`src/tmr_pkg.sv`:
```
// package: register map, field layout and bus types for the timer clock source block
package tmr_pkg;
   // register byte addresses
   localparam logic [11:0] CTRL_ADDR = 12'h000;
   localparam logic [11:0] COUNT_ADDR = 12'h004;
   localparam logic [11:0] GATE_ADDR = 12'h008;
   localparam logic [11:0] ADDR_MASK = 12'hFFC;
   // counter_control field positions
   localparam int RUN_BIT = 0;
   localparam int SYNC_BIT = 2;
   localparam int OSC_BIT = 3;
   localparam int PS_LO = 4;
   localparam int CS_LO = 6;
   localparam logic [7:0] CTRL_WMASK = 8'hFD;
   localparam logic [7:0] CTRL_RESET = 8'h00;
   localparam logic [15:0] COUNT_RESET = 16'h0000;
   localparam logic [15:0] COUNT_ONE = 16'h0001;
   // gate register bit: toggle mode enable
   localparam int TGL_BIT = 0;
   // count source codes
   localparam logic [1:0] SRC_INSTR = 2'b00;
   localparam logic [1:0] SRC_SYS = 2'b01;
   localparam logic [1:0] SRC_PIN = 2'b10;
   localparam logic [1:0] SRC_CAP = 2'b11;
   // instruction clock is the system clock divided by four
   localparam logic [1:0] INSTR_DIV_LAST = 2'b11;
   localparam logic [1:0] HTRANS_NONSEQ = 2'b10;
   localparam logic [1:0] HTRANS_SEQ = 2'b11;

   typedef struct packed {
      logic [1:0] src;
      logic [1:0] ps;
      logic osc_en;
      logic sync_bypass;
      logic rsvd;
      logic run;
   } ctrl_s;

   typedef struct packed {
      logic ext_pin;
      logic xtal;
      logic cap_osc;
      logic gate;
   } ext_in_s;
endpackage
```
`src/edge_sync.sv`:
```
// edge_sync: two-flop synchroniser with rising edge detect on the synchronised level
`timescale 1ns/1ns
module edge_sync
   import tmr_pkg::*;
(
   // clock and reset
   input wire logic clk_sys,
   input wire logic rst_n,
   // asynchronous level in, synchronised level and edge out
   input wire logic async_in,
   output logic level,
   output logic rise
);
   logic meta_q;
   logic sync_q;
   logic prev_q;

   // meta_q feeds sync_q only
   always_ff @(posedge clk_sys) begin
      if (!rst_n) begin
         meta_q <= 1'b0;
         sync_q <= 1'b0;
         prev_q <= 1'b0;
      end else begin
         meta_q <= async_in;
         sync_q <= meta_q;
         prev_q <= sync_q;
      end
   end

   assign level = sync_q;
   assign rise = sync_q & ~prev_q;
endmodule

```
`src/timer_clock_source_control.sv`:
```
// timer_clock_source_control: counter control register, clock select, prescaler and 16-bit counter
//
// Chosen here: register access over AHB-Lite and the register addresses.
`timescale 1ns/1ns
// Functional notes
// - source 00 counts instruction clock (system/4); 01 counts every system clock.
// - source 11 counts capacitive sense oscillator edges.
// - source 10 counts pin rising edges, or crystal output when oscillator enabled.
// - prescale codes 00..11 divide selected clock by 1, 2, 4, 8.
// - oscillator enable bit turns the dedicated low-power oscillator on or off.
// - for source 1x, bypass bit 1 skips sync, 0 syncs; ignored for 0x.
// - run bit enables counting; clearing stops and clears gate toggle flop.
// - control bit 1 is unimplemented, ignores writes, reads zero.
// - implemented control bits reset to zero only on power-on/brown-out reset.
// - 16-bit count pair counts up to FFFF then wraps to 0000.
// - gate toggle flop flips on each rising gate edge in toggle mode.
module timer_clock_source_control
   import tmr_pkg::*;
(
   // clock and power-on/brown-out reset
   input wire logic clk_sys,
   input wire logic rst_n,
   // ahb-lite slave
   input wire logic hsel,
   input wire logic [11:0] haddr,
   input wire logic [1:0] htrans,
   input wire logic hwrite,
   input wire logic [2:0] hsize,
   input wire logic [31:0] hwdata,
   input wire logic hready,
   output logic hreadyout,
   output logic hresp,
   output logic [31:0] hrdata,
   // external sources
   input wire ext_in_s ext_in,
   // oscillator control and status
   output logic osc_power_en,
   output logic gate_toggle,
   output logic count_tick
);
   ////////////////////////////////////////////////////////////////////////////
   ctrl_s ctrl_q, ctrl_d;
   logic tgl_en_q;
   logic [15:0] count_q, count_d;
   logic [2:0] ps_q, ps_d;
   logic [1:0] instr_q;
   logic gate_tgl_q;
   logic wr_pend_q;
   logic [11:0] addr_q;
   logic [31:0] rdata_q;
   logic osc_q;
   logic tick_q;
   logic pin_raw_q, xtal_raw_q, cap_raw_q, gate_raw_q;
   logic pin_prev_q, xtal_prev_q, cap_prev_q;

   ////////////////////////////////////////////////////////////////////////////
   // synchronised views of the asynchronous sources
   logic pin_lvl, pin_rise, xtal_lvl, xtal_rise, cap_lvl, cap_rise, gate_lvl, gate_rise;

   edge_sync u_pin (.clk_sys(clk_sys), .rst_n(rst_n), .async_in(ext_in.ext_pin), .level(pin_lvl), .rise(pin_rise));
   edge_sync u_xtal (.clk_sys(clk_sys), .rst_n(rst_n), .async_in(ext_in.xtal), .level(xtal_lvl), .rise(xtal_rise));
   edge_sync u_cap (.clk_sys(clk_sys), .rst_n(rst_n), .async_in(ext_in.cap_osc), .level(cap_lvl), .rise(cap_rise));
   edge_sync u_gate (.clk_sys(clk_sys), .rst_n(rst_n), .async_in(ext_in.gate), .level(gate_lvl), .rise(gate_rise));

   // unsynchronised path: a single sampling flop plus edge compare, one cycle less latency
   // at the price of metastability exposure, exactly what the bypass bit trades
   always_ff @(posedge clk_sys) begin
      if (!rst_n) begin
         pin_raw_q <= 1'b0;
         xtal_raw_q <= 1'b0;
         cap_raw_q <= 1'b0;
         gate_raw_q <= 1'b0;
         pin_prev_q <= 1'b0;
         xtal_prev_q <= 1'b0;
         cap_prev_q <= 1'b0;
      end else begin
         pin_raw_q <= ext_in.ext_pin;
         xtal_raw_q <= ext_in.xtal;
         cap_raw_q <= ext_in.cap_osc;
         gate_raw_q <= ext_in.gate;
         pin_prev_q <= pin_raw_q;
         xtal_prev_q <= xtal_raw_q;
         cap_prev_q <= cap_raw_q;
      end
   end

   wire pin_rise_raw = pin_raw_q & ~pin_prev_q;
   wire xtal_rise_raw = xtal_raw_q & ~xtal_prev_q;
   wire cap_rise_raw = cap_raw_q & ~cap_prev_q;
   wire unused_lvls = pin_lvl ^ xtal_lvl ^ cap_lvl ^ gate_lvl ^ gate_raw_q;

   ////////////////////////////////////////////////////////////////////////////
   // source selection
   wire use_sync = ~ctrl_q.sync_bypass;
   wire pin_edge = use_sync ? pin_rise : pin_rise_raw;
   wire xtal_edge = use_sync ? xtal_rise : xtal_rise_raw;
   wire cap_edge = use_sync ? cap_rise : cap_rise_raw;
   wire ext_edge = ctrl_q.osc_en ? xtal_edge : pin_edge;
   wire instr_edge = (instr_q == INSTR_DIV_LAST);

   logic src_edge;
   always_comb begin
      unique case (ctrl_q.src)
         SRC_INSTR: src_edge = instr_edge;
         SRC_SYS: src_edge = 1'b1;
         SRC_PIN: src_edge = ext_edge;
         SRC_CAP: src_edge = cap_edge;
      endcase
   end

   ////////////////////////////////////////////////////////////////////////////
   // prescaler: tick when the low ps bits selected by the code are all ones
   logic [2:0] ps_mask;
   always_comb begin
      unique case (ctrl_q.ps)
         2'b00: ps_mask = 3'b000;
         2'b01: ps_mask = 3'b001;
         2'b10: ps_mask = 3'b011;
         2'b11: ps_mask = 3'b111;
      endcase
   end
   wire ps_hit = ((ps_q & ps_mask) == ps_mask);
   wire inc = ctrl_q.run & src_edge & ps_hit;

   assign ps_d = !ctrl_q.run ? 3'b000 :
                 (src_edge ? (ps_hit ? 3'b000 : 3'(ps_q + 3'b001)) : ps_q);

   ////////////////////////////////////////////////////////////////////////////
   // ahb-lite slave: zero wait states, always okay
   wire a_valid = hsel & hready & (htrans == HTRANS_NONSEQ || htrans == HTRANS_SEQ);
   wire [11:0] a_word = haddr & ADDR_MASK;
   wire wr_ctrl = wr_pend_q & (addr_q == CTRL_ADDR);
   wire wr_cnt = wr_pend_q & (addr_q == COUNT_ADDR);
   wire wr_gate = wr_pend_q & (addr_q == GATE_ADDR);
   wire [2:0] unused_size = hsize;

   assign ctrl_d = wr_ctrl ? ctrl_s'(hwdata[7:0] & CTRL_WMASK) : ctrl_q;
   // a software write to the count pair takes precedence over an increment
   assign count_d = wr_cnt ? hwdata[15:0] : (inc ? 16'(count_q + COUNT_ONE) : count_q);

   logic [31:0] rd_mux;
   always_comb begin
      rd_mux = 32'h0000_0000;
      if (a_word == CTRL_ADDR)
         rd_mux = {24'h00_0000, ctrl_q};
      else if (a_word == COUNT_ADDR)
         rd_mux = {16'h0000, count_q};
      else if (a_word == GATE_ADDR)
         rd_mux = {30'h0000_0000, gate_tgl_q, tgl_en_q};
   end

   ////////////////////////////////////////////////////////////////////////////
   // registers; rst_n is the power-on/brown-out reset, no other reset touches ctrl_q
   always_ff @(posedge clk_sys) begin
      if (!rst_n) begin
         ctrl_q <= CTRL_RESET;
         tgl_en_q <= 1'b0;
         count_q <= COUNT_RESET;
         ps_q <= 3'b000;
         instr_q <= 2'b00;
         gate_tgl_q <= 1'b0;
         wr_pend_q <= 1'b0;
         addr_q <= 12'h000;
         rdata_q <= 32'h0000_0000;
         osc_q <= 1'b0;
         tick_q <= 1'b0;
      end else begin
         ctrl_q <= ctrl_d;
         if (wr_gate)
            tgl_en_q <= hwdata[TGL_BIT];
         count_q <= count_d;
         ps_q <= ps_d;
         instr_q <= 2'(instr_q + 2'b01);
         if (!ctrl_q.run || !tgl_en_q)
            gate_tgl_q <= 1'b0;
         else if (gate_rise)
            gate_tgl_q <= ~gate_tgl_q;
         wr_pend_q <= a_valid & hwrite;
         if (a_valid)
            addr_q <= a_word;
         if (a_valid & ~hwrite)
            rdata_q <= rd_mux;
         osc_q <= ctrl_d.osc_en;
         tick_q <= inc;
      end
   end

   assign hreadyout = 1'b1;
   assign hresp = unused_lvls & 1'b0;
   assign hrdata = rdata_q;
   assign osc_power_en = osc_q;
   assign gate_toggle = gate_tgl_q;
   assign count_tick = tick_q;
endmodule

```
`config.mk`:
```
export PLATFORM = sky130hd
export DESIGN_NAME = timer_clock_source_control
export DESIGN_NICKNAME = d
export VERILOG_FILES = /design/src/tmr_pkg.sv /design/src/edge_sync.sv /design/src/timer_clock_source_control.sv
export SDC_FILE = /design/constraint.sdc
export NUM_CORES = 1
export LEC_CHECK = 0
export BUFFER_PORTS_ARGS = -buffer_cell sky130_fd_sc_hd__buf_2
export CORE_MARGIN = 5
export CORE_UTILIZATION = 40
export DETAILED_ROUTE_END_ITERATION = 16
export GPL_TIMING_DRIVEN = 0
export PLACE_DENSITY = 0.71
export SETUP_SLACK_MARGIN = 0.15
export SYNTH_ARGS = -nofsm -noshare
export SYNTH_HDL_FRONTEND = slang
export SYNTH_HIERARCHICAL = 1
export SYNTH_SLANG_ARGS = --single-unit
```
`constraint.sdc`:
```
create_clock -name clk_sys -period 1.8 [get_ports clk_sys]
set_clock_uncertainty 0.05 [all_clocks]
set_input_delay 0 -clock clk_sys [delete_from_list [all_inputs] [get_ports clk_sys]]
set_output_delay 0 -clock clk_sys [all_outputs]
set_load 0.01 [all_outputs]
```
## After elaboration in Yosys (flattened, before gate mapping)

Cells that the tools add are included.
Widths: inputs -> output; s select.

| word-level totals | value |
|---|---|
| flip-flop bits (word level) | 86 |
| input bits | 58 |
| output and inout bits | 37 |
| logic and storage cells | 94 |

| cells by class | value |
|---|---|
| add/subtract/negate cells | 3 |
| equal/unequal tests | 14 |
| muxes and demuxes | 13 |
| bitwise logic cells | 27 |
| reductions and logical operators | 11 |

Operators with widths:

| cell | number |
|---|---|
| $mux 16 | 4 |
| $logic_not 12->1 | 2 |
| $eq 10x1->1 const B | 2 |
| $eq 10x2->1 const B | 2 |
| $add 16x1->16 const B | 1 |
| $and 1x1->1 | 16 |
| $eq 2x2->1 const B | 7 |
| $pmux 3 s4 | 1 |
| $not 1->1 | 10 |
| $eq 2x1->1 const B | 2 |
| $logic_not 2->1 | 2 |
| $mux 1 | 4 |
| $mux 4 | 1 |
| $pmux 1 s4 | 1 |
| $add 3x1->3 const B | 1 |
| $and 3x3->3 | 1 |
| $eq 3x3->1 | 1 |
| $mux 3 | 1 |
| $add 2x1->2 const B | 1 |
| $logic_not 1->1 | 2 |
| $logic_or 1x1->1 | 2 |
| $mux 2 | 1 |
| $reduce_and 2->1 | 1 |
| $reduce_bool 2->1 | 1 |
| $reduce_or 2->1 | 1 |

## Depth between registers and ports, before layout

Gate-level depths: netlist of run 1.

| logic depth | value |
|---|---|
| depth in word-level cells | 9 |
| mapped depth | 8 |
| depth with buffers taken out | 6 |

## Hierarchy

Netlist of run 1, hierarchy kept.

By module, submodules not included:

| module | instances | cells an instance | area each (um^2) | seq. area each (um^2) |
|---|---|---|---|---|
| timer_clock_source_control | 1 | 357 | 3024.2 | 1281.2 |
| edge_sync | 4 | 7 | 92.6 | 60.1 |

## Least setup slack after synthesis of run 1

No wires, ideal clock.

| path | value |
|---|---|
| kind | reg2reg |
| start point | register ps_q[0] |
| end point | register count_q[12] |
| library setup time | 0.091 ns |
| data arrival time | 1.841 ns |
| slack | -0.182 ns |
| cell stages (with the launch flop) | 7 |
| cell sequence | dfxtp_1 -> inv_2 -> o21a_1 -> or3_4 -> buf_6 -> or4_1 -> a311oi_1 |

| between the ends | value |
|---|---|
| cells in the longest elaborated chain, start to end | 4 |

Ends and longest elaborated chain:

| item | RTL line | RTL |
|---|---|---|
| from (decl) | timer_clock_source_control.sv:45 | `logic [2:0] ps_q, ps_d;` |
| from (signal assigned) | timer_clock_source_control.sv:172 | `ps_q <= ps_d;` |
| $and 3x3->3 | timer_clock_source_control.sv:122 | `wire ps_hit = ((ps_q & ps_mask) == ps_mask);` |
| $eq 3x3->1 | timer_clock_source_control.sv:122 |  |
| $and 1x1->1 | timer_clock_source_control.sv:123 | `wire inc = ctrl_q.run & src_edge & ps_hit;` |
| $reduce_bool 2->1 (no source line) | - |  |
| to (signal assigned) | timer_clock_source_control.sv:171 | `count_q <= count_d;` |
| to (decl) | timer_clock_source_control.sv:44 | `logic [15:0] count_q, count_d;` |

Every way passes these cells.
A chain may end at the register's enable or synchronous reset.

## Final worst setup path of run 1

| path | value |
|---|---|
| start point | register ctrl_q[5] in the netlist's numbering |
| end point | register count_q[12] |

| between the ends | value |
|---|---|
| cells in the longest elaborated chain, start to end | 6 |
| elaborated cells on any way between the ends | 9 |

Ends and longest elaborated chain:

| item | RTL line | RTL |
|---|---|---|
| from (decl) | timer_clock_source_control.sv:42 | `ctrl_s ctrl_q, ctrl_d;` |
| from (signal assigned) | timer_clock_source_control.sv:168 | `ctrl_q <= ctrl_d;` |
| $eq 2x2->1 (tied with other cells) | timer_clock_source_control.sv:115 | `unique case (ctrl_q.ps)` |
| $pmux 3 s4 * | timer_clock_source_control.sv:115 |  |
| $and 3x3->3 | timer_clock_source_control.sv:122 |  |
| $eq 3x3->1 * | timer_clock_source_control.sv:122 |  |
| $and 1x1->1 * | timer_clock_source_control.sv:123 |  |
| $reduce_bool 2->1 (no source line) * | - |  |

Every way passes the cells marked *; elsewhere a longest branch is shown, timed or not.

==> key figures, run 1 <==
Power and ir drop
  • Clock share of power: 35.1%
  • P_int: 2.43 mW
  • Switching power: 0.773 mW
  • Worst vdd ir: 0.500 mV
  • Combinational share of power: 10.8%
  • PD cells: 660 mW/mm^2
  • Sw Share: 24.2%
  • Power Total: 3.20 mW
  • LEAKAGE: 1.90 nW
  • Seq pwr share: 54.1%

Global routing
  • Largest net degree at the start of global routing: 12
  • GRT Util Overall: 20.0%
  • Vias in the first global route: 3320
  • First-pass GRT wire length: 16.0 mm
  • Total grt overflow: 0
  • Initial antenna violation count: 0

Clocking
  • Clock root buffer: clkbuf_8
  • Clk Latency, worst-skew pair: 0.35 ns
  • TritonCTS Buffers: 9
  • # clock sinks: 76
  • CTS tree: built
  • H-tree Lvls: 3
  • Clock-pin slew on the worst setup and hold paths: 0.07 ns
  • Clk buf depth: 2

Synth
  • Count leader, synth: dfxtp_1
  • Simple-Gate Fraction of Synth Area: 27.6%
  • Post-Synth Adder-Cell Area: 1.11%
  • Xor/xnor share of the synthesized area: 0.258%
  • Cells after Synth: 385
  • Synth Area in Compound Gates: 16.1%
  • Top cells by count, synth: dfxtp_1 (76), nand2_1 (41), nor2_1 (31)
  • Post-synthesis mux area share: 2.95%
  • Largest family of logic cells by synthesized area: simple AND/OR/NAND/NOR gates
  • Cell taking the most area after synthesis: dfxtp_1
  • Yosys cell types: 50
  • Post-synthesis cell area: 0.00339 mm^2
  • Synth top area cells: dfxtp_1 (45%), nand2_1 (4.5%), buf_4 (4.0%)
  • Post-synth EDFFs: 0
  • Syn_area_per_cell: 8.82 um^2
  • Yosys warnings: 6
  • Sequential share of the synthesized area: 44.8%
  • Area share of the largest cell type after synthesis: 44.8%
  • Ys async rst share: 0%
  • Yosys reg bits: 76
  • Most used flip-flop cell after synthesis: dfxtp_1

Timing
  • Final setup vio count: 18
  • Fin crit period: 2.03 ns
  • Fmax: 0.494 GHz
  • Slew at the pin closest to its max-slew limit: 0.697 ns
  • PnR worst setup slack: -0.226 ns
  • Final hold vios: 0
  • Final slew viol count: 0
  • Period Utilization, post-route: 113%
  • RSZ-0062 raised after global routing: yes
  • Hold WS: 0.0200 ns
  • Final setup TNS: -1.98 ns
  • Max-slew headroom: 53.5%

Finish
  • Ant. Diodes: 0
  • Multi-input logic area: 0.00186 mm^2
  • Fin cells: 630
  • FF/Latch Area: 0.00155 mm^2
  • Area grow syn2layout: 42.8%
  • NumNets Final: 581
  • Share of cells above drive strength 1: 32.2%
  • # fillers: 735
  • Final core occ: 58.7%

Placement
  • # placed instances: 560
  • RD Place Congestion: 0.921
  • IO buf count: 54
  • HPWL after DPL: 6.64 mm

Detailed routing
  • DR pass1 iterations: 5
  • DRC viols: 0
  • Vias: 3372
  • Via density: 5.35
  • Final wirelength: 10.2 mm
  • Final ANT Viol Nets: 0
  • Initial DRC count: 203
  • Routed wire per std cell: 16.2 um

Worst setup path
  • Critical path startpoint category: register
  • CP Class: register to register
  • Worst path arrival time: 2.24 ns
  • Critical path endpoint category: register
  • Max FO, Critical Path: 6
  • Worst Path Required: 2.01 ns

Flow run
  • Max Cap Viol: 0

Floorplan
  • Site Rows: 33
  • I/O pin total: 95
  • Die Width: 102 um
  • Core area: 0.00826 mm^2
  • Initial Utilization: 41.1%
  • Die area: 0.0104 mm^2
  • Die H: 102 um

Outcome
  • Failing checks: negative setup slack
  • Status: finished with violations

Hold path
  • Tightest Hold Check Type: primary input to register
==> layout make-up <==
cell class                      count  area share (%)
Inverter                            8           0.620
Sequential cell                    76            32.0
Buffer                             35            6.27
Clock inverter                      2           0.207
Multi-Input combinational cell    282            38.4
Timing Repair Buffer              108            16.6
Clock buffer                       14            3.15
Tap cell                          105            2.71
==> through the flow <==
step | setup WS, ns | area [um^2]
global route | -0.249 | 4850
detailed placement | -0.453 | 3960
finish | -0.226 | 4850
CTS | -0.210 | 4750
floorplan | -0.0960 | 3550
global placement | -0.418 | 3960
==> worst max-delay path, stage by stage, from the launching register on <==
cell and delay, ns:
dfxtp_4 0.35, nor2b_4 0.12, o21a_1 0.21, or3_4 0.42
buf_6 0.15, or4_1 0.40, a311oi_1 0.22
==> power groups by stage <==
| stage | Sequential, mW | Clock [mW] | Combinational, mW |
|---|---|---|---|
| after floorplan | 1.77 | 0 | 0.155 |
| after global placement | 1.77 | 0 | 0.241 |
| after detailed placement | 1.77 | 0 | 0.246 |
| after CTS | 1.73 | 1.15 | 0.330 |
| after global routing | 1.73 | 1.21 | 0.376 |
| final | 1.73 | 1.12 | 0.346 |
==> state kept, by name, indices dropped and copies added, names as in the netlist, 2 cells and up <==
register / flops
addr_q: 10
count_q: 16
ctrl_q: 6
hrdata: 16
instr_q: 2
ps_q: 3
==> cells in the final DEF (no fill, tap or decap), types with 3 or more instances in the layout <==
cell type | Yosys | final
nand3_1 | 13 | 11
and3_1 | 4 | 4
a31oi_1 | 7 | 7
dfxtp_4 | 0 | 4
or4_1 | 12 | 8
buf_8 | 0 | 3
buf_2 | 1 | 55
nor2b_4 | 5 | 5
buf_6 | 1 | 5
conb_1 | 2 | 18
or3_1 | 5 | 5
o31ai_1 | 10 | 7
dfxtp_2 | 0 | 12
a21oi_1 | 25 | 21
nand2_1 | 41 | 41
nand4_1 | 6 | 6
a22oi_1 | 13 | 13
ha_1 | 3 | 3
or4_4 | 0 | 4
o21ai_0 | 14 | 5
buf_4 | 18 | 32
inv_1 | 6 | 6
dfxtp_1 | 76 | 60
nor2_1 | 31 | 30
and2_1 | 20 | 20
mux2i_1 | 10 | 9
o21ai_1 | 0 | 6
clkbuf_1 | 15 | 12
clkbuf_8 | 0 | 13
a311oi_1 | 9 | 7
o21ai_2 | 0 | 3
nor3_1 | 5 | 3
dlygate4sd3_1 | 0 | 33
nand4b_1 | 3 | 3
a21oi_2 | 0 | 4
==> final timing paths <==
| path | start | endpoint | slack, ns | cells after the start |
|---|---|---|---|---|
| setup reg to reg | ctrl_q[5] | count_q[12] | -0.23 | 6 |
| setup / recovery | ctrl_q[5] | count_q[12] | -0.23 | 6 |
| hold / removal | hready | wr_pend_q | 0.02 | 3 |
| hold reg to reg | u_cap/meta_q | u_cap/level | 0.38 | 1 |
==> logic make-up (layout without fill, tap and decap cells) <==
| kind of cell | Yosys count | in the layout |
|---|---|---|
| flip-flops | 76 | 76 |
| buffers and inverters | 43 | 167 |
| other | 2 | 18 |
| AO/OA/AOI/OAI | 84 | 84 |
| adder cells (fa/ha/maj) | 3 | 3 |
| XOR/XNOR | 1 | 1 |
| AND/OR/NAND/NOR | 166 | 166 |
| multiplexers | 10 | 10 |
==> per-layer routing <==
layer,share of wire (%),vias to the layer above,global-route usage [%]
li1,-,1636,-
met1,42,1605,23.4
met2,50,109,34.6
met3,5.9,22,5.67
met4,2.7,0,7.67
met5,0,-,0
==> repair_timing <==
action	4_1_cts	5_1_grt
endpoints found under the hold margin	49	0
gates cloned	1	0
setup buffers	19	1
endpoints found under the setup margin	43	30
resized for setup	31	29
hold buffers	33	0
pin swaps	13	8
Power figures use the tool's default switching activity.
==> inputs of run 2 (changes only) <==
CORE_MARGIN = unset   (was 5)
TNS_END_PERCENT = 5   (was unset)
==> run 2 against run 1 <==
Compared with the run above: the run still ends with negative setup slack left; register-to-register slack lost 0.04 ns; fmax shrank 1.7%; clock power grew 45%; power grew 15%; wire length shrank 7.0%; cell area shrank 2.6%; first-iteration DRC count shrank 10%; via count shrank 4.1%; setup slack lost 0.035 ns; final cell count shrank 2.4%; non-clock buffer count shrank 15.
==> key figures, run 2 (synthesized netlist as in run 1, its figures left out) <==
Detailed routing
  • Initial DRC count: 182 (-10%)
  • Highest routed metal layer: met4
  • Met1 wire length: 4.17 mm (-2.0%)
  • Via density: 5.26 (-1.7%)
  • Met2 WL: 4.55 mm (-10%)
  • Final wirelength: 9.47 mm (-7.0%)
  • Routed wire per std cell: 15.4 um (-4.8%)
  • DRC viols: 0 (unchanged)
  • DR pass1 iterations: 4 (-1)
  • Vias: 3235 (-4.1%)
  • Met3 wire length: 564 um (-6.2%)
  • Final ANT Viol Nets: 0 (unchanged)

Clocking
  • Clk buf depth: 2 (unchanged)
  • # clock sinks: 76 (unchanged)
  • Clock-pin slew on the worst setup and hold paths: 0.08 ns (about the same)
  • TritonCTS Buffers: 9 (unchanged)
  • Clk Latency, worst-skew pair: 0.35 ns (about the same)
  • H-tree Lvls: 3 (unchanged)
  • CTS tree: built
  • Clock root buffer: clkbuf_8

Timing
  • Fmax: 0.485 GHz (-1.7%)
  • PnR worst setup slack: -0.261 ns (-0.0351 ns)
  • Final hold vios: 0 (unchanged)
  • Final slew viol count: 0 (unchanged)
  • Max-slew headroom: 55.0% (+1.5 points)
  • Slew at the pin closest to its max-slew limit: 0.675 ns (-0.0221 ns)
  • Period Utilization, post-route: 114% (+2.0 points)
  • Hold WS: 0.0355 ns (+0.0155 ns)
  • RSZ-0062 raised after global routing: yes
  • Final setup vio count: 22 (+4)
  • Fin crit period: 2.06 ns (+0.0351 ns)

Floorplan
  • Die area: 0.00886 mm^2 (-15%)
  • Site Rows: 33 (unchanged)
  • Core area: 0.00822 mm^2 (-0.50%)
  • I/O pin total: 95 (unchanged)
  • Die H: 94.1 um (-7.8%)
  • Die Width: 94.1 um (-7.8%)
  • Initial Utilization: 41.3% (+0.21 points)

Worst setup path
  • Worst Path Required: 2.02 ns (about the same)
  • Critical path endpoint category: register
  • Max FO, Critical Path: 8 (+2)
  • Worst path arrival time: 2.28 ns (+0.04 ns)
  • CP Class: register to register
  • Worst Reg-to-Reg Cells: 6 (unchanged)
  • Critical path startpoint category: register

Finish
  • Share of cells above drive strength 1: 28.2% (-4.0 points)
  • Area grow syn2layout: 39.1%
  • Most common cell after layout, fill and taps aside: dfxtp_1
  • Design Area, Final: 0.00472 mm^2 (-2.6%)
  • Most frequent cells in the layout: dfxtp_1 (67), buf_2 (53), nand2_1 (39)
  • # fillers: 753 (+2.4%)
  • NumNets Final: 566 (-2.6%)
  • Ant. Diodes: 0 (unchanged)

Placement
  • RD Place Congestion: 0.874 (-5.2%)
  • Area after DPL: 0.00388 mm^2 (-1.8%)
  • IO buf count: 54 (unchanged)
  • HPWL after DPL: 6.17 mm (-7.0%)

Hold path
  • Hold depth: 3 (unchanged)
  • Tightest Hold Check Type: primary input to register

Power and ir drop
  • Sw Share: 21.7% (-2.4 points)
  • Power Total: 3.67 mW (+15%)
  • P_int: 2.87 mW (+18%)
  • Combinational share of power: 8.7% (-2.1 points)
  • Worst vdd ir: 0.765 mV (+53%)
  • LEAKAGE: 1.84 nW (-3.2%)
  • Switching power: 0.798 mW (+3.2%)
  • PD cells: 777 mW/mm^2 (+18%)
  • Clock share of power: 44.1% (+9.0 points)
  • Seq pwr share: 47.2% (-6.9 points)

Global routing
  • Vias in the first global route: 3033 (-8.6%)
  • Total grt overflow: 0 (unchanged)
  • GRT Util Overall: 22.1% (+2.1 points)
  • Initial antenna violation count: 0 (unchanged)
  • First-pass GRT wire length: 14.7 mm (-8.4%)
  • Largest net degree at the start of global routing: 13 (+1)

Outcome
  • Status: finished with violations
  • Failing checks: negative setup slack

Flow run
  • Max Cap Viol: 0 (unchanged)
[run 2: metal layers]
metal / up-vias / track usage [%]
met5: - / 0
met3: 16 / 5.34
met4: 0 / 9.49
li1: 1595 / -
met1: 1519 / 26.5
met2: 105 / 37.3
[run 2: area by class of cell]
cell class	count	area (um^2)	share of cell area, %
inverter	8	30.0	0.636
timing repair buffer	93	674	14.3
clock inverter	4	95.1	2.01
multi-input combinational	282	1800	38.2
sequential	76	1540	32.6
clock buffer	12	155	3.29
buffer	35	294	6.23
tap	105	131	2.78
[run 2: final timing paths]
| kind | startpoint | end | slack, ns |
|---|---|---|---|
| setup / recovery | ctrl_q[5] | count_q[10] | -0.26 |
| hold reg to reg | instr_q[0] | instr_q[0] | 0.37 |
| setup reg to reg | ctrl_q[5] | count_q[10] | -0.26 |
| hold / removal | hready | wr_pend_q | 0.04 |
[run 2: worst max-delay path: stages (launching register included)]
cell and delay, ns:
dfxtp_4 0.37, nor2b_4 0.13, o21a_1 0.20, or3_4 0.38
buf_8 0.16, or4_4 0.48, a311oi_1 0.21
[run 2: power by group through the flow]
stage / combinational, mW / sequential, mW / clock, mW
floorplan: 0.146 / 1.77 / 0
global route: 0.348 / 1.74 / 1.71
detailed placement: 0.235 / 1.77 / 0
finish: 0.318 / 1.73 / 1.62
global placement: 0.231 / 1.77 / 0
CTS: 0.308 / 1.73 / 1.63
[run 2: repair_timing]
item	4_1_cts	5_1_grt
endpoints found under the setup margin	43	43
gates cloned	1	0
endpoints found under the hold margin	50	0
pin swaps	11	17
gates resized for setup	34	24
hold buffers	33	0
buffers inserted	3	2
[run 2: stage by stage]
| stage | instances | TNS, ns | utilization, % | setup WS [ns] |
|---|---|---|---|---|
| after floorplan | 401 | -0.597 | - | -0.0961 |
| after global routing | 615 | -4.58 | 57.5 | -0.320 |
| after global placement | 560 | -12.54 | 47.3 | -0.464 |
| final | 615 | -2.54 | 57.5 | -0.261 |
| after detailed placement | 560 | -14.19 | 47.3 | -0.534 |
| after CTS | 613 | -2.34 | 56.2 | -0.246 |
==> inputs of run 3 (changes only) <==
PLACE_DENSITY = 0.69   (was 0.71)
clock period = 2.4 ns   (was 1.8 ns; I/O delays follow)
==> run 3 against run 2 <==
Compared with the run above: wire length decreased by 5.6%; sequential share of layout area increased by 1.9 points; register-to-register slack improved by 0.47 ns; worst hold slack got worse by 0.0096 ns; cell area decreased by 6.4%; fmax decreased by 6.0%; the flow now finishes without violations; clock power decreased by 43%.
==> key figures, run 3 (synthesized netlist as in run 1, its figures left out) <==
Timing
  • Final setup vio count: 0 (-100%)
  • Max-slew headroom: 43.3% (-12 points)
  • Fin crit period: 2.19 ns (+0.132 ns)
  • Fmax: 0.456 GHz (-6.0%)
  • Period Utilization, post-route: 91.3% (-23 points)
  • Final hold vios: 0 (unchanged)
  • Slew at the pin closest to its max-slew limit: 0.845 ns (+0.170 ns)
  • Final slew viol count: 0 (unchanged)
  • PnR worst setup slack: 0.208 ns (+0.468 ns)
  • RSZ-0062 raised after global routing: yes

Global routing
  • Vias in the first global route: 3000 (-1.1%)
  • Largest net degree at the start of global routing: 14 (+1)
  • First-pass GRT wire length: 14.8 mm (+0.65%)
  • Initial antenna violation count: 0 (unchanged)
  • Total grt overflow: 0 (unchanged)
  • GRT Util Overall: 22.0% (-0.055 points)

Placement
  • DP Worst Slack: -0.0957 ns (+0.438 ns)
  • IO buf count: 54 (unchanged)
  • # placed instances: 560 (unchanged)
  • RD Place Congestion: 0.848 (-2.9%)
  • HPWL after DPL: 6.11 mm (-0.98%)
  • Area after DPL: 0.00386 mm^2 (-0.68%)

Detailed routing
  • Routed wire per std cell: 14.6 um (-5.0%)
  • Vias: 3252 (+0.53%)
  • Final wirelength: 8.94 mm (-5.6%)
  • Final ANT Viol Nets: 0 (unchanged)
  • DR pass1 iterations: 5 (+1)
  • Initial DRC count: 199 (+9.3%)
  • Via density: 5.32 (+1.2%)
  • DRC viols: 0 (unchanged)

Floorplan
  • I/O pin total: 95 (unchanged)
  • Core area: 0.00822 mm^2 (unchanged)
  • Die area: 0.00886 mm^2 (unchanged)
  • Initial Utilization: 41.3% (unchanged)
  • Die Width: 94.1 um (unchanged)
  • Die H: 94.1 um (unchanged)
  • Site Rows: 33 (unchanged)

Clocking
  • H-tree Lvls: 3 (unchanged)
  • Post-CTS Setup Inserts: 0 (-3)
  • CTS tree: built
  • # clock sinks: 76 (unchanged)
  • TritonCTS Buffers: 9 (unchanged)
  • Clk buf depth: 2 (unchanged)
  • Clock-pin slew on the worst setup and hold paths: 0.08 ns (about the same)
  • Clk Latency, worst-skew pair: 0.35 ns (about the same)
  • Clock root buffer: clkbuf_8

Finish
  • Design Area, Final: 0.00442 mm^2 (-6.4%)
  • # fillers: 754 (+0.13%)
  • Share of cells above drive strength 1: 22.3% (-5.9 points)
  • Most common cell after layout, fill and taps aside: dfxtp_1
  • Fin cells: 611 (-0.65%)
  • Ant. Diodes: 0 (unchanged)
  • Area grow syn2layout: 30.2%
  • NumNets Final: 562 (-0.71%)
  • Most frequent cells in the layout: dfxtp_1 (76), buf_2 (56), nand2_1 (41)

Hold path
  • Tightest Hold Check Type: primary input to register
  • Hold path start: hready

Worst setup path
  • CP endpoint: count_q[12]
  • Worst Path Required: 2.62 ns (+0.60 ns)
  • CP Class: register to register
  • Worst path arrival time: 2.41 ns (+0.13 ns)
  • Worst reg2reg path endpoint: count_q[12]
  • Worst Reg-to-Reg Cells: 6 (unchanged)
  • Worst R2R Start: ctrl_q[5]
  • Max FO, Critical Path: 10 (+2)
  • R2R setup slack: 0.21 ns (+0.47 ns)
  • Critical path startpoint category: register
  • Worst setup path start: ctrl_q[5]
  • Critical path endpoint category: register

Power and ir drop
  • Switching power: 0.608 mW (-24%)
  • PD cells: 552 mW/mm^2 (-29%)
  • Power Total: 2.44 mW (-33%)
  • Seq pwr share: 53.3% (+6.1 points)
  • Worst vdd ir: 0.307 mV (-60%)
  • Sw Share: 24.9% (+3.2 points)
  • LEAKAGE: 1.73 nW (-6.0%)
  • P_int: 1.83 mW (-36%)
  • Combinational share of power: 9.1% (+0.4 points)
  • Clock share of power: 37.7% (-6.4 points)

Flow run
  • Max Cap Viol: 0 (unchanged)

Outcome
  • Status: finished, final reports clean
-- run 3: timing repair --
action | 4_1_cts | 5_1_grt
resized for setup | 4 | 13
endpoints found under the setup margin | 19 | 22
endpoints found under the hold margin | 50 | 0
hold buffers | 35 | 0
-- run 3: per-layer routing --
layer	GRT usage [%]	wire length (um)	vias up
met4	5.51	114	0
met5	0	0	-
met1	27.1	3960	1537
met3	6.23	490	11
li1	-	-	1588
met2	37.6	4380	116
-- run 3: area by class of cell --
class | count | area, um^2 | share of cell area [%]
Timing Repair Buffer | 89 | 621 | 14.0
Clock buffer | 11 | 151 | 3.43
Multi-Input combinational cell | 282 | 1710 | 38.8
Clock inverter | 5 | 35.0 | 0.793
Buffer | 35 | 216 | 4.90
Tap cell | 105 | 131 | 2.97
Sequential cell | 76 | 1520 | 34.4
Inverter | 8 | 30.0 | 0.680
-- run 3: per-stage QoR --
step                utilization (%)  hold slack, ns  setup TNS, ns
detailed placement             46.9           0.158         -0.589
global placement               46.9           0.159         -0.111
CTS                            53.6          0.0122              0
floorplan                         -          0.0717              0
global route                   53.8          0.0210              0
finish                         53.8          0.0259              0
-- run 3: worst min path at each step --
stage | slack, ns | depth (start not counted) | end
floorplan | 0.07 | 1 | u_cap/meta_q
global placement | 0.16 | 2 | u_gate/meta_q
detailed placement | 0.16 | 2 | u_gate/meta_q
CTS | 0.01 | 3 | wr_pend_q
global route | 0.02 | 3 | wr_pend_q
finish | 0.03 | 3 | wr_pend_q
-- run 3: critical path, cell delays in order, from the launching register on --
cell	delay [ns]
dfxtp_1	0.39
nor2b_4	0.16
o21a_1	0.21
or3_4	0.42
buf_6	0.16
or4_1	0.46
a311oi_1	0.26
-- run 3: power by group through the flow --
stage	clock network, mW	logic, mW	registers, mW
6_report	0.920	0.221	1.30
3_5_place_dp	0	0.172	1.33
5_1_grt	1.00	0.246	1.30
2_1_floorplan	0	0.106	1.32
3_3_place_gp	0	0.170	1.33
4_1_cts	0.936	0.217	1.30
